**src/ccpu_pkg.sv**
```systemverilog
// Package: register map, mode codes and shared types of the capture/compare unit
package ccpu_pkg;

  localparam int NUM_MOD     = 4;
  localparam int TIMER_W     = 16;

  // Register byte addresses
  localparam logic [7:0] CTRL_BASE_ADDR  = 8'h00;
  localparam logic [7:0] VALUE_BASE_ADDR = 8'h10;
  localparam logic [7:0] TIMER_ASSIGN_ADDR = 8'h20;
  localparam logic [7:0] OPEN_DRAIN_ADDR   = 8'h24;
  localparam logic [7:0] FLAG_ADDR         = 8'h28;
  localparam logic [7:0] CAN_IO_ADDR       = 8'h2C;
  localparam logic [7:0] PORT_LATCH_ADDR   = 8'h30;

  // Field positions
  localparam int OD_LSB      = 2;
  localparam int CAN_TIMESTAMP_SELECT_BIT  = 4;
  localparam int PRESC_MAX   = 15;

  // Reset values
  localparam logic [7:0]  CTRL_RST  = 8'h00;
  localparam logic [15:0] VALUE_RST = 16'h0000;

  // Mode codes
  localparam logic [3:0] MODE_OFF      = 4'h0;
  localparam logic [3:0] MODE_TOGGLE   = 4'h2;
  localparam logic [3:0] MODE_CAP_FALL = 4'h4;
  localparam logic [3:0] MODE_CAP_RISE = 4'h5;
  localparam logic [3:0] MODE_CAP_4    = 4'h6;
  localparam logic [3:0] MODE_CAP_16   = 4'h7;
  localparam logic [3:0] MODE_SET_HI   = 4'h8;
  localparam logic [3:0] MODE_SET_LO   = 4'h9;
  localparam logic [3:0] MODE_SWINT    = 4'hA;
  localparam logic [3:0] MODE_SPECIAL  = 4'hB;

  typedef enum logic [1:0] {CCPU_RESP_OKAY = 2'b00, CCPU_RESP_SLVERR = 2'b10} ccpu_resp_t;

  // One channel's view of the world
  typedef struct packed {
    logic [3:0]  mode;
    logic        timer_pick;
    logic        open_drain_select;
    logic        can_source;
    logic        port_latch;
    logic [15:0] compare_value;
    logic        value_write;
  } ccpu_chan_cfg_t;

  typedef struct packed {
    logic [15:0] captured;
    logic        capture_strobe;
    logic        event_pulse;
    logic        timer_reset;
    logic        pin_out;
    logic        pin_oe;
  } ccpu_chan_stat_t;

endpackage

```
**src/ccpu_capture_compare_unit.sv**
```systemverilog
// Module: four-channel capture/compare unit with AXI4-Lite registers
// Function
// - Timer pick bit selects timer one or three
// - Each channel runs on its own mode and timer pick, sharing timers
// - Open-drain bits 6:3 switch output drivers
// - Capture copies selected 16-bit timer value
// - Capture on fall, rise, 4th, 16th edge
// - Capture sets sticky flag until software clears
// - New capture overwrites held value
// - Prescaler cleared when off, in compare codes, on capture, reset
// - Prescaler switch keeps count, may flag
// - Channel zero may capture on CAN receive
// - CAN capture codes use same prescaling
// - Compare match acts on pin in codes 0010/1000/1001, sets flag
// - Writing zero control clears compare latch
// - Code 1010 only flags, pin untouched
// - Codes 1000/1001 initialise then force on match
// - Code 0010 toggles pin on match
// - Code 0000 disables and resets channel
// - Code 1011 resets assigned timer on match
`timescale 1ns/1ps
module ccpu_capture_compare_unit #(
  parameter int NUM_CHANNELS = 4
) (
  input  wire logic        aclk,
  input  wire logic        aresetn,
  input  wire logic [7:0]  s_axi_awaddr,
  input  wire logic        s_axi_awvalid,
  output      logic        s_axi_awready,
  input  wire logic [31:0] s_axi_wdata,
  input  wire logic [3:0]  s_axi_wstrb,
  input  wire logic        s_axi_wvalid,
  output      logic        s_axi_wready,
  output      logic [1:0]  s_axi_bresp,
  output      logic        s_axi_bvalid,
  input  wire logic        s_axi_bready,
  input  wire logic [7:0]  s_axi_araddr,
  input  wire logic        s_axi_arvalid,
  output      logic        s_axi_arready,
  output      logic [31:0] s_axi_rdata,
  output      logic [1:0]  s_axi_rresp,
  output      logic        s_axi_rvalid,
  input  wire logic        s_axi_rready,
  input  wire logic [15:0] timebase_one,
  input  wire logic [15:0] timebase_three,
  input  wire logic [3:0]  pin_in,
  input  wire logic        can_rx_event,
  output      logic [3:0]  pin_out,
  output      logic [3:0]  pin_oe,
  output      logic        timebase_one_reset,
  output      logic        timebase_three_reset
);
  import ccpu_pkg::*;

  // ****************************************
  // Elaboration check
  // ****************************************
  if (NUM_CHANNELS != NUM_MOD) begin : gen_bad_count
    $error("NUM_CHANNELS must equal 4");
  end

  // ****************************************
  // Registers
  // ****************************************
  logic [7:0]  module_control_reg [NUM_MOD];
  logic [15:0] value_reg [NUM_MOD];
  logic [4:0]  timer_assign_reg;
  logic [7:0]  open_drain_control;
  logic [3:0]  event_flag_reg;
  logic [7:0]  can_io_control;
  logic [3:0]  port_latch_reg;

  ccpu_chan_cfg_t  cfg  [NUM_MOD];
  ccpu_chan_stat_t stat [NUM_MOD];

  // ****************************************
  // AXI4-Lite handshake state
  // ****************************************
  logic        aw_held_reg;
  logic [7:0]  aw_addr_reg;
  logic        w_held_reg;
  logic [31:0] w_data_reg;
  logic [3:0]  w_strb_reg;
  logic        bvalid_reg;
  logic [1:0]  bresp_reg;
  logic        rvalid_reg;
  logic [31:0] rdata_reg;
  logic [1:0]  rresp_reg;
  logic        awready_reg;
  logic        wready_reg;
  logic        arready_reg;
  logic [31:0] rd_mux;

  wire aw_take = s_axi_awvalid && awready_reg;
  wire w_take  = s_axi_wvalid && wready_reg;
  wire do_wr   = aw_held_reg && w_held_reg && !bvalid_reg;
  wire ar_take = s_axi_arvalid && arready_reg;

  function automatic logic [4:0] decode(input logic [7:0] a);
    // Bit 4: valid, bits 3:0: register number
    if (a[1:0] != 2'b00) begin
      decode = 5'h00;
    end else if (a < 8'h10) begin
      decode = {1'b1, 2'b00, a[3:2]};
    end else if (a < 8'h20) begin
      decode = {1'b1, 2'b01, a[3:2]};
    end else if (a <= PORT_LATCH_ADDR) begin
      decode = {1'b1, 4'h8 + {2'b00, a[3:2]} + ((a >= 8'h30) ? 4'h4 : 4'h0)};
    end else begin
      decode = 5'h00;
    end
  endfunction

  // ****************************************
  // Address decode
  // ****************************************
  wire [4:0] wr_dec = decode(aw_addr_reg);
  wire [4:0] rd_dec = decode(s_axi_araddr);
  wire       wr_ok  = wr_dec[4];
  wire       wr_en  = do_wr && wr_ok;  // Unmapped writes change nothing
  wire [3:0] wr_sel = wr_dec[3:0];
  wire [3:0] rd_sel = rd_dec[3:0];

  // Write data merged with byte strobes, only low 16 bits matter
  wire [15:0] wmask = {{8{w_strb_reg[1]}}, {8{w_strb_reg[0]}}};

  always_ff @(posedge aclk) begin
    if (!aresetn) begin
      aw_held_reg <= 1'b0;
      w_held_reg  <= 1'b0;
      aw_addr_reg <= 8'h00;
      w_data_reg  <= 32'h0000_0000;
      w_strb_reg  <= 4'h0;
      bvalid_reg  <= 1'b0;
      bresp_reg   <= CCPU_RESP_OKAY;
      awready_reg <= 1'b0;
      wready_reg  <= 1'b0;
      arready_reg <= 1'b0;
      rvalid_reg  <= 1'b0;
      rdata_reg   <= 32'h0000_0000;
      rresp_reg   <= CCPU_RESP_OKAY;
    end else begin
      awready_reg <= !aw_held_reg && !aw_take && !bvalid_reg;
      wready_reg  <= !w_held_reg && !w_take && !bvalid_reg;
      if (aw_take) begin
        aw_held_reg <= 1'b1;
        aw_addr_reg <= s_axi_awaddr;
      end
      if (w_take) begin
        w_held_reg <= 1'b1;
        w_data_reg <= s_axi_wdata;
        w_strb_reg <= s_axi_wstrb;
      end
      if (do_wr) begin
        aw_held_reg <= 1'b0;
        w_held_reg  <= 1'b0;
        bvalid_reg  <= 1'b1;
        bresp_reg   <= wr_ok ? CCPU_RESP_OKAY : CCPU_RESP_SLVERR;
      end else if (bvalid_reg && s_axi_bready) begin
        bvalid_reg <= 1'b0;
      end
      arready_reg <= !rvalid_reg && !ar_take;
      if (ar_take) begin
        rvalid_reg <= 1'b1;
        rresp_reg  <= rd_dec[4] ? CCPU_RESP_OKAY : CCPU_RESP_SLVERR;
        rdata_reg  <= rd_dec[4] ? rd_mux : 32'h0000_0000;
      end else if (rvalid_reg && s_axi_rready) begin
        rvalid_reg <= 1'b0;
      end
    end
  end

  // ****************************************
  // Read multiplexer
  // ****************************************
  always_comb begin
    case (rd_sel)
      4'h0, 4'h1, 4'h2, 4'h3: rd_mux = {24'h00_0000, module_control_reg[rd_sel[1:0]]};
      4'h4, 4'h5, 4'h6, 4'h7: rd_mux = {16'h0000, value_reg[rd_sel[1:0]]};
      4'h8:    rd_mux = {27'h000_0000, timer_assign_reg};
      4'h9:    rd_mux = {24'h00_0000, open_drain_control};
      4'hA:    rd_mux = {28'h000_0000, event_flag_reg};
      4'hB:    rd_mux = {24'h00_0000, can_io_control};
      4'hC:    rd_mux = {28'h000_0000, port_latch_reg};
      default: rd_mux = 32'h0000_0000;
    endcase
  end

  // ****************************************
  // Configuration registers
  // ****************************************
  always_ff @(posedge aclk) begin
    if (!aresetn) begin
      timer_assign_reg   <= 5'h00;
      open_drain_control <= 8'h00;
      can_io_control     <= 8'h00;
      port_latch_reg     <= 4'h0;
    end else if (wr_en && w_strb_reg[0]) begin
      if (wr_sel == 4'h8) timer_assign_reg <= w_data_reg[4:0];
      if (wr_sel == 4'h9) open_drain_control <= w_data_reg[7:0] & 8'h7C;
      if (wr_sel == 4'hB) can_io_control <= w_data_reg[7:0];
      if (wr_sel == 4'hC) port_latch_reg <= w_data_reg[3:0];
    end
  end

  // ****************************************
  // Channels
  // ****************************************
  genvar g;
  generate
    for (g = 0; g < NUM_MOD; g++) begin : gen_chan
      wire wr_ctrl  = wr_en && w_strb_reg[0] && (wr_sel == 4'(g));
      wire wr_value = wr_en && (wr_sel == 4'(4 + g));
      wire flag_clr = wr_en && w_strb_reg[0] && (wr_sel == 4'hA) && w_data_reg[g];

      always_ff @(posedge aclk) begin
        if (!aresetn) begin
          module_control_reg[g] <= CTRL_RST;
          value_reg[g]          <= VALUE_RST;
          event_flag_reg[g]     <= 1'b0;
        end else begin
          if (wr_ctrl) module_control_reg[g] <= w_data_reg[7:0] & 8'h3F;
          if (stat[g].capture_strobe) begin
            value_reg[g] <= stat[g].captured;
          end else if (wr_value) begin
            value_reg[g] <= (w_data_reg[15:0] & wmask) | (value_reg[g] & ~wmask);
          end
          // Hardware set wins over software clear
          if (stat[g].event_pulse) event_flag_reg[g] <= 1'b1;
          else if (flag_clr) event_flag_reg[g] <= 1'b0;
        end
      end

      assign cfg[g].mode              = module_control_reg[g][3:0];
      assign cfg[g].timer_pick        = timer_assign_reg[g + 1];
      assign cfg[g].open_drain_select = open_drain_control[g + OD_LSB + 1];
      assign cfg[g].can_source        = (g == 0) ? can_io_control[CAN_TIMESTAMP_SELECT_BIT] : 1'b0;
      assign cfg[g].port_latch        = port_latch_reg[g];
      assign cfg[g].compare_value     = value_reg[g];
      assign cfg[g].value_write       = wr_value;

      ccpu_channel u_chan (
        .aclk          (aclk),
        .aresetn       (aresetn),
        .cfg           (cfg[g]),
        .timebase_one  (timebase_one),
        .timebase_three(timebase_three),
        .pin_in        (pin_in[g]),
        .can_rx_event  (can_rx_event),
        .stat          (stat[g])
      );
    end
  endgenerate

  // ****************************************
  // Timer reset routing
  // ****************************************
  logic [3:0] rst_one;
  logic [3:0] rst_three;
  always_comb begin
    for (int i = 0; i < NUM_MOD; i++) begin
      rst_one[i]   = stat[i].timer_reset && !cfg[i].timer_pick;
      rst_three[i] = stat[i].timer_reset && cfg[i].timer_pick;
    end
  end

  // ****************************************
  // Output registers
  // ****************************************
  logic [3:0] pin_out_reg;
  logic [3:0] pin_oe_reg;
  logic       t1_rst_reg;
  logic       t3_rst_reg;
  always_ff @(posedge aclk) begin
    if (!aresetn) begin
      pin_out_reg <= 4'h0;
      pin_oe_reg  <= 4'h0;
      t1_rst_reg  <= 1'b0;
      t3_rst_reg  <= 1'b0;
    end else begin
      for (int i = 0; i < NUM_MOD; i++) begin
        pin_out_reg[i] <= stat[i].pin_out;
        pin_oe_reg[i]  <= stat[i].pin_oe;
      end
      t1_rst_reg <= |rst_one;
      t3_rst_reg <= |rst_three;
    end
  end

  // ****************************************
  // Output ports
  // ****************************************
  assign s_axi_awready        = awready_reg;
  assign s_axi_wready         = wready_reg;
  assign s_axi_bvalid         = bvalid_reg;
  assign s_axi_bresp          = bresp_reg;
  assign s_axi_arready        = arready_reg;
  assign s_axi_rvalid         = rvalid_reg;
  assign s_axi_rdata          = rdata_reg;
  assign s_axi_rresp          = rresp_reg;
  assign pin_out              = pin_out_reg;
  assign pin_oe               = pin_oe_reg;
  assign timebase_one_reset   = t1_rst_reg;
  assign timebase_three_reset = t3_rst_reg;
endmodule

```
**src/ccpu_channel.sv**
```systemverilog
// Module: one capture/compare channel
`timescale 1ns/1ps
module ccpu_channel (
  input  wire logic                     aclk,
  input  wire logic                     aresetn,
  input  wire ccpu_pkg::ccpu_chan_cfg_t cfg,
  input  wire logic [15:0]              timebase_one,
  input  wire logic [15:0]              timebase_three,
  input  wire logic                     pin_in,
  input  wire logic                     can_rx_event,
  output      ccpu_pkg::ccpu_chan_stat_t stat
);
  import ccpu_pkg::*;

  logic [1:0]  sync_reg;
  logic        last_reg;
  logic [3:0]  presc_reg;
  logic [3:0]  presc_next;
  logic [3:0]  prev_mode_reg;
  logic        out_reg;
  logic        match_reg;
  logic [15:0] captured_reg;
  logic        capture_reg;
  logic        event_reg;
  logic        treset_reg;

  wire [15:0] timer_sel   = cfg.timer_pick ? timebase_three : timebase_one;
  wire        is_capture  = (cfg.mode[3:2] == 2'b01);
  wire        is_compare  = (cfg.mode == MODE_TOGGLE) || (cfg.mode[3:2] == 2'b10);
  wire        rise        = sync_reg[1] & ~last_reg;
  wire        fall        = ~sync_reg[1] & last_reg;
  wire        src_event   = cfg.can_source ? can_rx_event : ((cfg.mode == MODE_CAP_FALL) ? fall : rise);
  wire [3:0]  presc_top   = (cfg.mode == MODE_CAP_16) ? 4'(PRESC_MAX) : ((cfg.mode == MODE_CAP_4) ? 4'h3 : 4'h0);
  wire        presc_hit   = src_event && (presc_reg >= presc_top);
  wire        cap_fire    = is_capture && presc_hit;
  wire        match       = is_compare && (timer_sel == cfg.compare_value);
  wire        match_rise  = match && !match_reg;
  wire        entry       = cfg.mode != prev_mode_reg;

  assign presc_next = (!is_capture) ? 4'h0 : (presc_hit ? 4'h0 : (src_event ? presc_reg + 4'h1 : presc_reg));

  always_ff @(posedge aclk) begin
    if (!aresetn) begin
      sync_reg      <= 2'b00;
      last_reg      <= 1'b0;
      presc_reg     <= 4'h0;
      prev_mode_reg <= MODE_OFF;
      out_reg       <= 1'b0;
      match_reg     <= 1'b0;
      captured_reg  <= VALUE_RST;
      capture_reg   <= 1'b0;
      event_reg     <= 1'b0;
      treset_reg    <= 1'b0;
    end else begin
      sync_reg      <= {sync_reg[0], pin_in};
      last_reg      <= sync_reg[1];
      presc_reg     <= presc_next;
      prev_mode_reg <= cfg.mode;
      match_reg     <= match;
      capture_reg   <= cap_fire;
      event_reg     <= cap_fire || match_rise;
      treset_reg    <= match_rise && (cfg.mode == MODE_SPECIAL);
      if (cap_fire) begin
        captured_reg <= timer_sel;
      end
      if (cfg.mode == MODE_OFF) begin
        out_reg <= 1'b0;
      end else if (entry && cfg.mode == MODE_SET_HI) begin
        out_reg <= 1'b0;
      end else if (entry && cfg.mode == MODE_SET_LO) begin
        out_reg <= 1'b1;
      end else if (match_rise) begin
        case (cfg.mode)
          MODE_SET_HI: out_reg <= 1'b1;
          MODE_SET_LO: out_reg <= 1'b0;
          MODE_TOGGLE: out_reg <= ~out_reg;
          default:     out_reg <= out_reg;
        endcase
      end
    end
  end

  // Pin drive: compare latch only in drive modes, else the port latch
  wire drive_mode = is_compare && (cfg.mode != MODE_SWINT) && (cfg.mode != MODE_SPECIAL);
  wire level      = drive_mode ? out_reg : cfg.port_latch;

  assign stat.captured       = captured_reg;
  assign stat.capture_strobe = capture_reg;
  assign stat.event_pulse    = event_reg;
  assign stat.timer_reset    = treset_reg;
  assign stat.pin_out        = cfg.open_drain_select ? 1'b0 : level;
  assign stat.pin_oe         = cfg.open_drain_select ? ~level : 1'b1;
endmodule

```
**config.mk**
```make
export PLATFORM = sky130hd
export DESIGN_NAME = ccpu_capture_compare_unit
export DESIGN_NICKNAME = d
export VERILOG_FILES = /design/src/ccpu_pkg.sv /design/src/ccpu_capture_compare_unit.sv /design/src/ccpu_channel.sv
export SDC_FILE = /design/constraint.sdc
export NUM_CORES = 1
export LEC_CHECK = 0
export BUFFER_PORTS_ARGS = -buffer_cell sky130_fd_sc_hd__buf_2
export CELL_PAD_IN_SITES_DETAIL_PLACEMENT = 1
export CELL_PAD_IN_SITES_GLOBAL_PLACEMENT = 1
export CORE_MARGIN = 5
export CORE_UTILIZATION = 40
export DETAILED_ROUTE_END_ITERATION = 6
export PLACE_DENSITY = 0.69
export SKIP_CTS_REPAIR_TIMING = 1
export SYNTH_ARGS = -nofsm -noshare
export SYNTH_HDL_FRONTEND = slang
export SYNTH_SLANG_ARGS = --single-unit
```
**constraint.sdc**
```tcl
create_clock -name aclk -period 6 [get_ports aclk]
set_input_delay 0.6 -clock aclk [delete_from_list [all_inputs] [get_ports aclk]]
set_output_delay 0.6 -clock aclk [all_outputs]
set_load 0.01 [all_outputs]
```
After elaboration in Yosys (flattened, before gate mapping)
Memory sizes are Yosys's and may differ from the RTL's.
Index checks and enable logic that the tools add are counted.

storage, ports and cells
  flip-flop bits (word level) = 233
  RAM bits = 88
  input bits = 96
  output and inout port bits = 51
  logic and storage cells = 474
  memories kept = 2

memories
  name                words  bits a word  rd ports  clocked after memory_dff  write ports  line                             source
  value_reg           4      16           5         0                         4            ccpu_capture_compare_unit.sv:66  logic [15:0] value_reg [NUM_MOD];
  module_control_reg  4      6            5         0                         4            ccpu_capture_compare_unit.sv:65  logic [7:0] module_control_reg [NUM_MOD];

cells by class
  add/subtract/negate cells = 8
  $lt $le $gt $ge = 12
  equality and inequality tests = 76
  mux-type cells = 116
  bitwise gates (word level) = 51
  reduce and logical (&&, ||, !) cells = 141

operators with widths
  cell                   count
  $mux W16               12
  $pmux W16 S7           1
  $eq A4 B4 Y1 const B   22
  $and A16 B16 Y16       5
  $eq A4 B3 Y1 const B   20
  $mux W1                74
  $logic_and A1 B1 Y1    71
  $eq A16 B16 Y1         4
  $or A16 B16 Y16        4
  $mux W5                8
  $eq A4 B2 Y1 const B   8
  $mux W32               1
  $ne A4 B4 Y1 const B   8
  $logic_not A4 Y1       6
  $mux W6                4
  $reduce_bool A2 Y1     12
  $reduce_or A3 Y1       8
  $not A1 Y1             21
  $add A4 B1 Y4 const B  4
  $ge A4 B4 Y1           4
  $ge A8 B6 Y1 const B   2
  $le A8 B6 Y1 const B   2
  $lt A8 B5 Y1 const B   2
  $lt A8 B6 Y1 const B   2
  19 further kinds       99

Logic depth before layout (Yosys ltp)
Gate-level depths: netlist of the first run.

  word-level depth = 14
  depth in mapped cells = 12

Cells and area by module
From an unflattened synthesis of the first run, not the netlist that was laid out.

unflattened totals
  cells, all modules = 1,594
  area, all modules = 15,771.4 um2

modules (own cells, without submodules)
  module                     times used  cells each  area each (um2)  seq. area each (um2)
  ccpu_capture_compare_unit  1           826         8,354.3          4,384.2
  ccpu_channel               4           192         1,854.3          640.6

Least setup slack after synthesis of the first run
Ideal clock, no wire load.

  path kind = register to register
  start = register aw_addr_reg[7]
  end = memory value_reg[2][0] (enable)
  setup time = 0.376 ns
  arrival time = 2.173 ns
  required time = 5.624 ns
  setup slack = 3.451 ns
  cell stages (with the launch flop) = 9
  path buffers = 2
  path through = dfxtp_1 nor4_2 nand2_1 nor2_1 nand3_1 or3_1 clkbuf_1 clkbuf_1 nand3b_1

RTL lines
  what                    line                              source
  from (decl)             ccpu_capture_compare_unit.sv:80   logic [7:0] aw_addr_reg;
  from (signal assigned)  ccpu_capture_compare_unit.sv:147  aw_addr_reg <= s_axi_awaddr;
  to (decl)               ccpu_capture_compare_unit.sv:66

==> results of run 1 <==
-- path summary, 6_finish.rpt --
| check | startpoint | to | slack (ns) | depth (start not counted) |
|---|---|---|---|---|
| worst min register to register | gen_chan[0].u_chan.sync_reg[0]$_SDFF_PN0_ | gen_chan[0].u_chan.sync_reg[1]$_SDFF_PN0_ | 0.44 | 1 |
| worst min-delay path | pin_in[3] | gen_chan[3].u_chan.sync_reg[0]$_SDFF_PN0_ | 0.28 | 2 |
| worst max-delay path | aw_addr_reg[7]$_SDFFE_PN0P_ | value_reg[2][15]$_SDFFCE_PN0P_ | 2.57 | 6 |
| worst max register to register | aw_addr_reg[7]$_SDFFE_PN0P_ | value_reg[2][15]$_SDFFCE_PN0P_ | 2.57 | 6 |
-- metrics by stage --
| step | hold slack [ns] | setup WS, ns | instances |
|---|---|---|---|
| floorplan | 0.412 | 3.45 | 1608 |
| global placement | 0.421 | 2.45 | 2075 |
| detailed placement | 0.426 | 2.40 | 2075 |
| CTS | 0.270 | 2.51 | 2139 |
| global route | 0.275 | 2.37 | 2139 |
| finish | 0.281 | 2.57 | 2139 |
-- synth_stat cells, drive strengths merged, types with 8 or more instances --
| cell type | number | area (um2) |
|---|---|---|
| dfxtp | 215 | 4300 |
| nor2 | 199 | 747 |
| nand2 | 167 | 627 |
| mux2i | 121 | 1210 |
| a21oi | 99 | 495 |
| edfxtp | 88 | 2640 |
| clkbuf | 78 | 293 |
| o21ai | 71 | 355 |
| a211oi | 69 | 518 |
| and2 | 56 | 350 |
| xnor2 | 54 | 473 |
| buf | 50 | 300 |
| xor2 | 35 | 307 |
| nor4 | 27 | 196 |
| inv | 26 | 97.6 |
| nor3 | 26 | 160 |
| ha | 20 | 250 |
| mux2 | 19 | 214 |
| nand3 | 18 | 90.1 |
| nand2b | 17 | 106 |
| a32o | 16 | 160 |
| o221ai | 15 | 131 |
| nor2b | 13 | 81.3 |
| a21o | 11 | 82.6 |
| o21a | 9 | 67.6 |
| a31oi | 8 | 50.1 |
-- critical path, cell delays in order (launching register included) --
cell      delay, ns
dfxtp_1        0.32
nor4_2         0.55
nand2_1        0.18
nor2_1         0.29
nand3_1        0.25
or3_1          0.68
nand3b_1       0.77
-- where the power goes --
group	switching, mW	internal [mW]	leakage [nW]
combinational	0.215	0.114	2.61
sequential	0.0666	2.16	2.65
clock	0.868	1.34	0.576
-- routing by layer --
| layer | vias to the layer above | global-route usage, % | share of wire, % |
|---|---|---|---|
| met5 | - | 0 | 0 |
| met4 | 0 | 5.43 | 2.2 |
| met3 | 64 | 4.94 | 7.2 |
| met2 | 351 | 35.7 | 45 |
| met1 | 5909 | 32.6 | 46 |
| li1 | 5682 | - | - |
-- layout make-up --
cell class / count / area, um2
clock buffer: 50 / 1000
clock inverter: 14 / 165
fill: 4214 / 19900
inverter: 26 / 100
multi-input combinational: 1151 / 7280
sequential: 303 / 6950
tap: 468 / 586
timing repair buffer: 127 / 678
-- cell families after synthesis --
| group | after synthesis | share of synthesized area (%) |
|---|---|---|
| muxes | 141 | 9.76 |
| and+or+nand+nor | 559 | 17.8 |
| buffers and inverters | 154 | 4.66 |
| xor gates and xnor gates | 89 | 5.26 |
| adders and majority gates | 20 | 1.69 |
| AOI/OAI and AO/OA | 324 | 14.0 |
| DFF | 303 | 46.8 |
| other | 1 | 0.0253 |
==> flow_summary.json, run 1 <==
{
  "detailed_place_hpwl_um": 35800,
  "die_span_y_um": 203,
  "path_clk_slew_ns": 0.06,
  "global_route.overflow_total": 0,
  "clock_net_sink_count": 303,
  "grt_antenna_before_repair": 0,
  "totalNegativeSetupSlack_ns": 0,
  "routed_wirelength_um": 48400,
  "power.density_cell_area_nw_per_um2": 284,
  "slew-limit-headroom_pct": 23.6,
  "design.portCount": 147,
  "synth_seq_cells": 303,
  "clock_path_buffers": 3,
  "syn_area_um2": 14800,
  "hold_class": "primary input to flip-flop",
  "average_detailed_routed_wire_length_per_instance_um": 22.6,
  "grt_first_pass_wirelength_um": 72900,
  "die_w_um": 203,
  "syn_area_per_cell_um2": 9.32,
  "time_the_final_worst_path_needs_with_i_o_delays_and_setup_ns": 3.43,
  "clock_tree_from_tritoncts": "done",
  "routed-via-count": 12000,
  "number_of_nets_still_failing_antenna_checks_after_routing": 0,
  "clk-insertion-delay-late_ns": 0.53,
  "synthesis.yosys.warnings": 0,
  "power.static_leakage_nw": 5.84,
  "timing.final.hold_violations": 0,
  "postSynthCellCount": 1591,
  "rsz_0062_raised_after_global_routing": "false",
  "synth-seq-area-share_pct": 46.8,
  "post_drt_via_cell_ratio": 5.61,
  "criticalPathCategory": "flip-flop to flip-flop",
  "fin_total_pwr_mw": 4.76,
  "maxSlewViolCount": 0,
  "initial_utilization_pct": 40.5,
  "setup.worst_path.end_class": "flip-flop",
  "grt_pass1_vias": 12200,
  "max_rail_drop_vdd_v": 0.000171,
  "final_cell_area_um2": 16800,
  "placement.cell_area_um2": 15600,
  "setup_violations": 0,
  "port_buffers": 110,
  "final_net_count": 1761,
  "worstMarginPinSlew_ns": 1.13,
  "htree_num_levels": 2,
  "start_kind": "flip-flop",
  "maxClockFrequency_ghz": 0.291,
  "cp_data_arrival_time_ns": 3.58,
  "core_region_um2": 36600,
  "grt.total_usage_pct": 22.9,
  "most-common-layout-cells": "215 x dfxtp_1, 199 x nor2_1, 167 x nand2_1, 121 x mux2i_1, 110 x buf_2",
  "synth_ff_type": "dfxtp_1",
  "most_frequent_standard_cell_in_the_layout_excluding_fill_and_tap_cells": "dfxtp_1",
  "critPathMaxFanout": 17,
  "antenna_cells_inserted": 0,
  "drive_above_1_share_pct": 12.7,
  "grt_max_degree": 68,
  "drcViolationCount": 0,
  "min_period_over_period_pct": 57.2,
  "synth_edf_count": 88,
  "die_area_um2": 41000,
  "synth_cell_types": 65,
  "cts_root_buffer": "clkbuf_16",
  "synthToLayoutAreaGrowth_pct": 13.0,
  "firstDrtPassIters": 5,
  "final_util_pct": 45.8,
  "first_iter_violations": 871,
  "max-cap-violations": 0,
  "cts_buffers": 36,
  "ys_async_sr_fraction_pct": 0,
  "finalClockSkew_ns": 0.0199,
  "run_status": "completed",
  "gp_congestion": 0.969,
  "rows": 70,
  "data_required_time_of_the_critical_path_ns": 6.15
}
(Power assumes the default switching activity.)
==> inputs of run 2 (changes only) <==
--- a/config.mk
+++ b/config.mk
@@ -11,7 +11,7 @@
 export CORE_MARGIN = 5
 export CORE_UTILIZATION = 40
 export DETAILED_ROUTE_END_ITERATION = 6
-export PLACE_DENSITY = 0.69
+export PLACE_DENSITY = 0.72
 export SKIP_CTS_REPAIR_TIMING = 1
 export SYNTH_ARGS = -nofsm -noshare
 export SYNTH_HDL_FRONTEND = slang
==> constraint.sdc (replaced) <==
create_clock -name aclk -period 2.9 [get_ports aclk]
set_input_delay 0.29 -clock aclk [delete_from_list [all_inputs] [get_ports aclk]]
set_output_delay 0.29 -clock aclk [all_outputs]
set_load 0.01 [all_outputs]
==> run 2 against run 1 <==
The run now ends with negative hold slack left; flip-flop and latch count stayed put; via count is 4.6% higher; cell count is 2.8% higher; combinational power is 130% higher; critical path depth is 1 higher; maximum frequency is 24% higher; die area stayed put; critical endpoint is now gen_chan[3].u_chan.treset_reg$_SDFF_PN0_; highest routed layer unchanged.
==> flow_summary.json, run 2 (synthesized netlist as in run 1, its figures left out) <==
{
  "setup.worst_path.end_class": "flip-flop",
  "synthToLayoutAreaGrowth_pct": 17.1,
  "power.static_leakage_nw": 6.19,
  "routed_wirelength_um": 49900,
  "die_w_um": 203,
  "worstMarginPinSlew_ns": 0.870,
  "run_status": "finished, violations left",
  "multi_input_area_um2": 7280,
  "start_kind": "flip-flop",
  "data_required_time_of_the_critical_path_ns": 3.34,
  "grt_first_pass_wirelength_um": 75800,
  "grt.total_usage_pct": 23.6,
  "cell_family_contributing_the_most_delay_on_the_critical_path": "simple AND/OR/NAND/NOR gates",
  "finalClockSkew_ns": 0.0191,
  "slew-limit-headroom_pct": 42.0,
  "timing.final.hold_violations": 6,
  "worst-path-buf-inv": 0,
  "worstPathCellList": "mux2i_1 > xor2_1 > nand4_1 > or4_1 > nor3_2 > nand2b_1 > nor4b_2",
  "clock_tree_from_tritoncts": "done",
  "drcViolationCount": 0,
  "number_of_nets_still_failing_antenna_checks_after_routing": 0,
  "grt_max_degree": 61,
  "cp_data_arrival_time_ns": 3.21,
  "final_net_count": 1819,
  "port_buffers": 110,
  "global_route.usage.met1_pct": 33.7,
  "criticalPathCategory": "flip-flop to flip-flop",
  "drive_above_1_share_pct": 15.7,
  "die_span_y_um": 203,
  "max-cap-violations": 0,
  "most_frequent_standard_cell_in_the_layout_excluding_fill_and_tap_cells": "dfxtp_1",
  "fillerInstances": 4206,
  "cts_buffers": 36,
  "final-instance-count-excl-fill": 2199,
  "crit_path_max_incr_delay_ns": 0.57,
  "min_period_over_period_pct": 95.6,
  "power.density_cell_area_nw_per_um2": 582,
  "use_met3_pct": 3.45,
  "setup_violations": 0,
  "routed-via-count": 12600,
  "totalNegativeSetupSlack_ns": 0,
  "critPathSlowestCell": "or4_1",
  "grt-busiest-layer": "met2",
  "hold_class": "primary input to flip-flop",
  "placed_cells": 2125,
  "path_clk_slew_ns": 0.06,
  "clk-insertion-delay-late_ns": 0.54,
  "post_drt_via_cell_ratio": 5.71,
  "grt_antenna_before_repair": 1,
  "global_route.overflow_total": 0,
  "average_detailed_routed_wire_length_per_instance_um": 22.7,
  "most-common-layout-cells": "215 x dfxtp_1, 199 x nor2_1, 167 x nand2_1, 121 x mux2i_1, 110 x buf_2",
  "design.portCount": 147,
  "maxSlewViolCount": 0,
  "rows": 70,
  "htree_num_levels": 2,
  "time_the_final_worst_path_needs_with_i_o_delays_and_setup_ns": 2.77,
  "die_area_um2": 41000,
  "global_route.usage.met2_pct": 37.6,
  "grt_pass1_vias": 12700,
  "clock_path_buffers": 3,
  "initial_utilization_pct": 40.5,
  "gp_congestion": 0.935,
  "core_region_um2": 36600,
  "hold-worst-slack_ns": -0.0107,
  "rsz_0062_raised_after_global_routing": "false",
  "firstDrtPassIters": 5,
  "maxClockFrequency_ghz": 0.361,
  "violations": "negative hold slack",
  "critPathMaxFanout": 8,
  "ff_latch_area_um2": 6950,
  "clock_net_sink_count": 303,
  "detailed_place_hpwl_um": 37100,
  "max_rail_drop_vdd_v": 0.000320,
  "cts_root_buffer": "clkbuf_16",
  "first_iter_violations": 991
}
[run 2: changes by cell type in the layout (fill, tap and decap cells not counted), sizes merged]
| cell | previous run | this run |
|---|---|---|
| buf | 127 | 177 |
| diode | 0 | 1 |
| clkbuf | 50 | 52 |
| inv | 26 | 28 |
| dlygate4sd3 | 0 | 8 |
| clkinv | 10 | 7 |
[run 2: worst paths after layout]
path,start,endpoint,slack [ns],cells after the start
max,timer_assign_reg[4]$_SDFFE_PN0P_,gen_chan[3].u_chan.treset_reg$_SDFF_PN0_,0.13,7
min,s_axi_wdata[7],w_data_reg[7]$_SDFFE_PN0P_,-0.01,3
min reg2reg,gen_chan[2].u_chan.sync_reg[0]$_SDFF_PN0_,gen_chan[2].u_chan.sync_reg[1]$_SDFF_PN0_,0.44,1
max reg2reg,timer_assign_reg[4]$_SDFFE_PN0P_,gen_chan[3].u_chan.treset_reg$_SDFF_PN0_,0.13,7
[run 2: area by class of cell]
type                       instances  share of cell area, %
clock buffer                      52                   6.18
inverter                          26                  0.576
timing repair buffer             185                   6.96
sequential                       303                   40.0
multi-input combinational       1151                   41.9
antenna                            1                 0.0144
tap                              468                   3.37
clock inverter                    13                   1.02
[run 2: per-stage QoR]
stage	utilization, %	total power, mW	worst slack [ns]	hold WS [ns]	instance area, um2
after floorplan	-	5.08	0.351	0.412	14900
after global placement	43.8	5.38	0.263	0.419	16000
after detailed placement	43.8	5.41	0.216	0.427	16000
after CTS	47.2	10.2	0.150	-0.0480	17300
after global routing	47.5	10.4	0.0119	0.000463	17400
final	47.5	10.1	0.127	-0.0107	17400
[run 2: report_power, final]
group,total [mW],internal (mW),switching (mW)
clock network,4.77,2.94,1.83
logic,0.760,0.274,0.485
registers,4.58,4.46,0.119
[run 2: worst min-delay path, cell delays in order]
cell and delay, ns:
buf_2 0.09, nand2_1 0.05, a21oi_1 0.05
[run 2: routing by layer]
| metal | part of all wire, % | wire [um] |
|---|---|---|
| met3 | 7.4 | 3690 |
| met2 | 45 | 22700 |
| met4 | 2.6 | 1300 |
| met1 | 45 | 22200 |
| met5 | 0 | 0 |
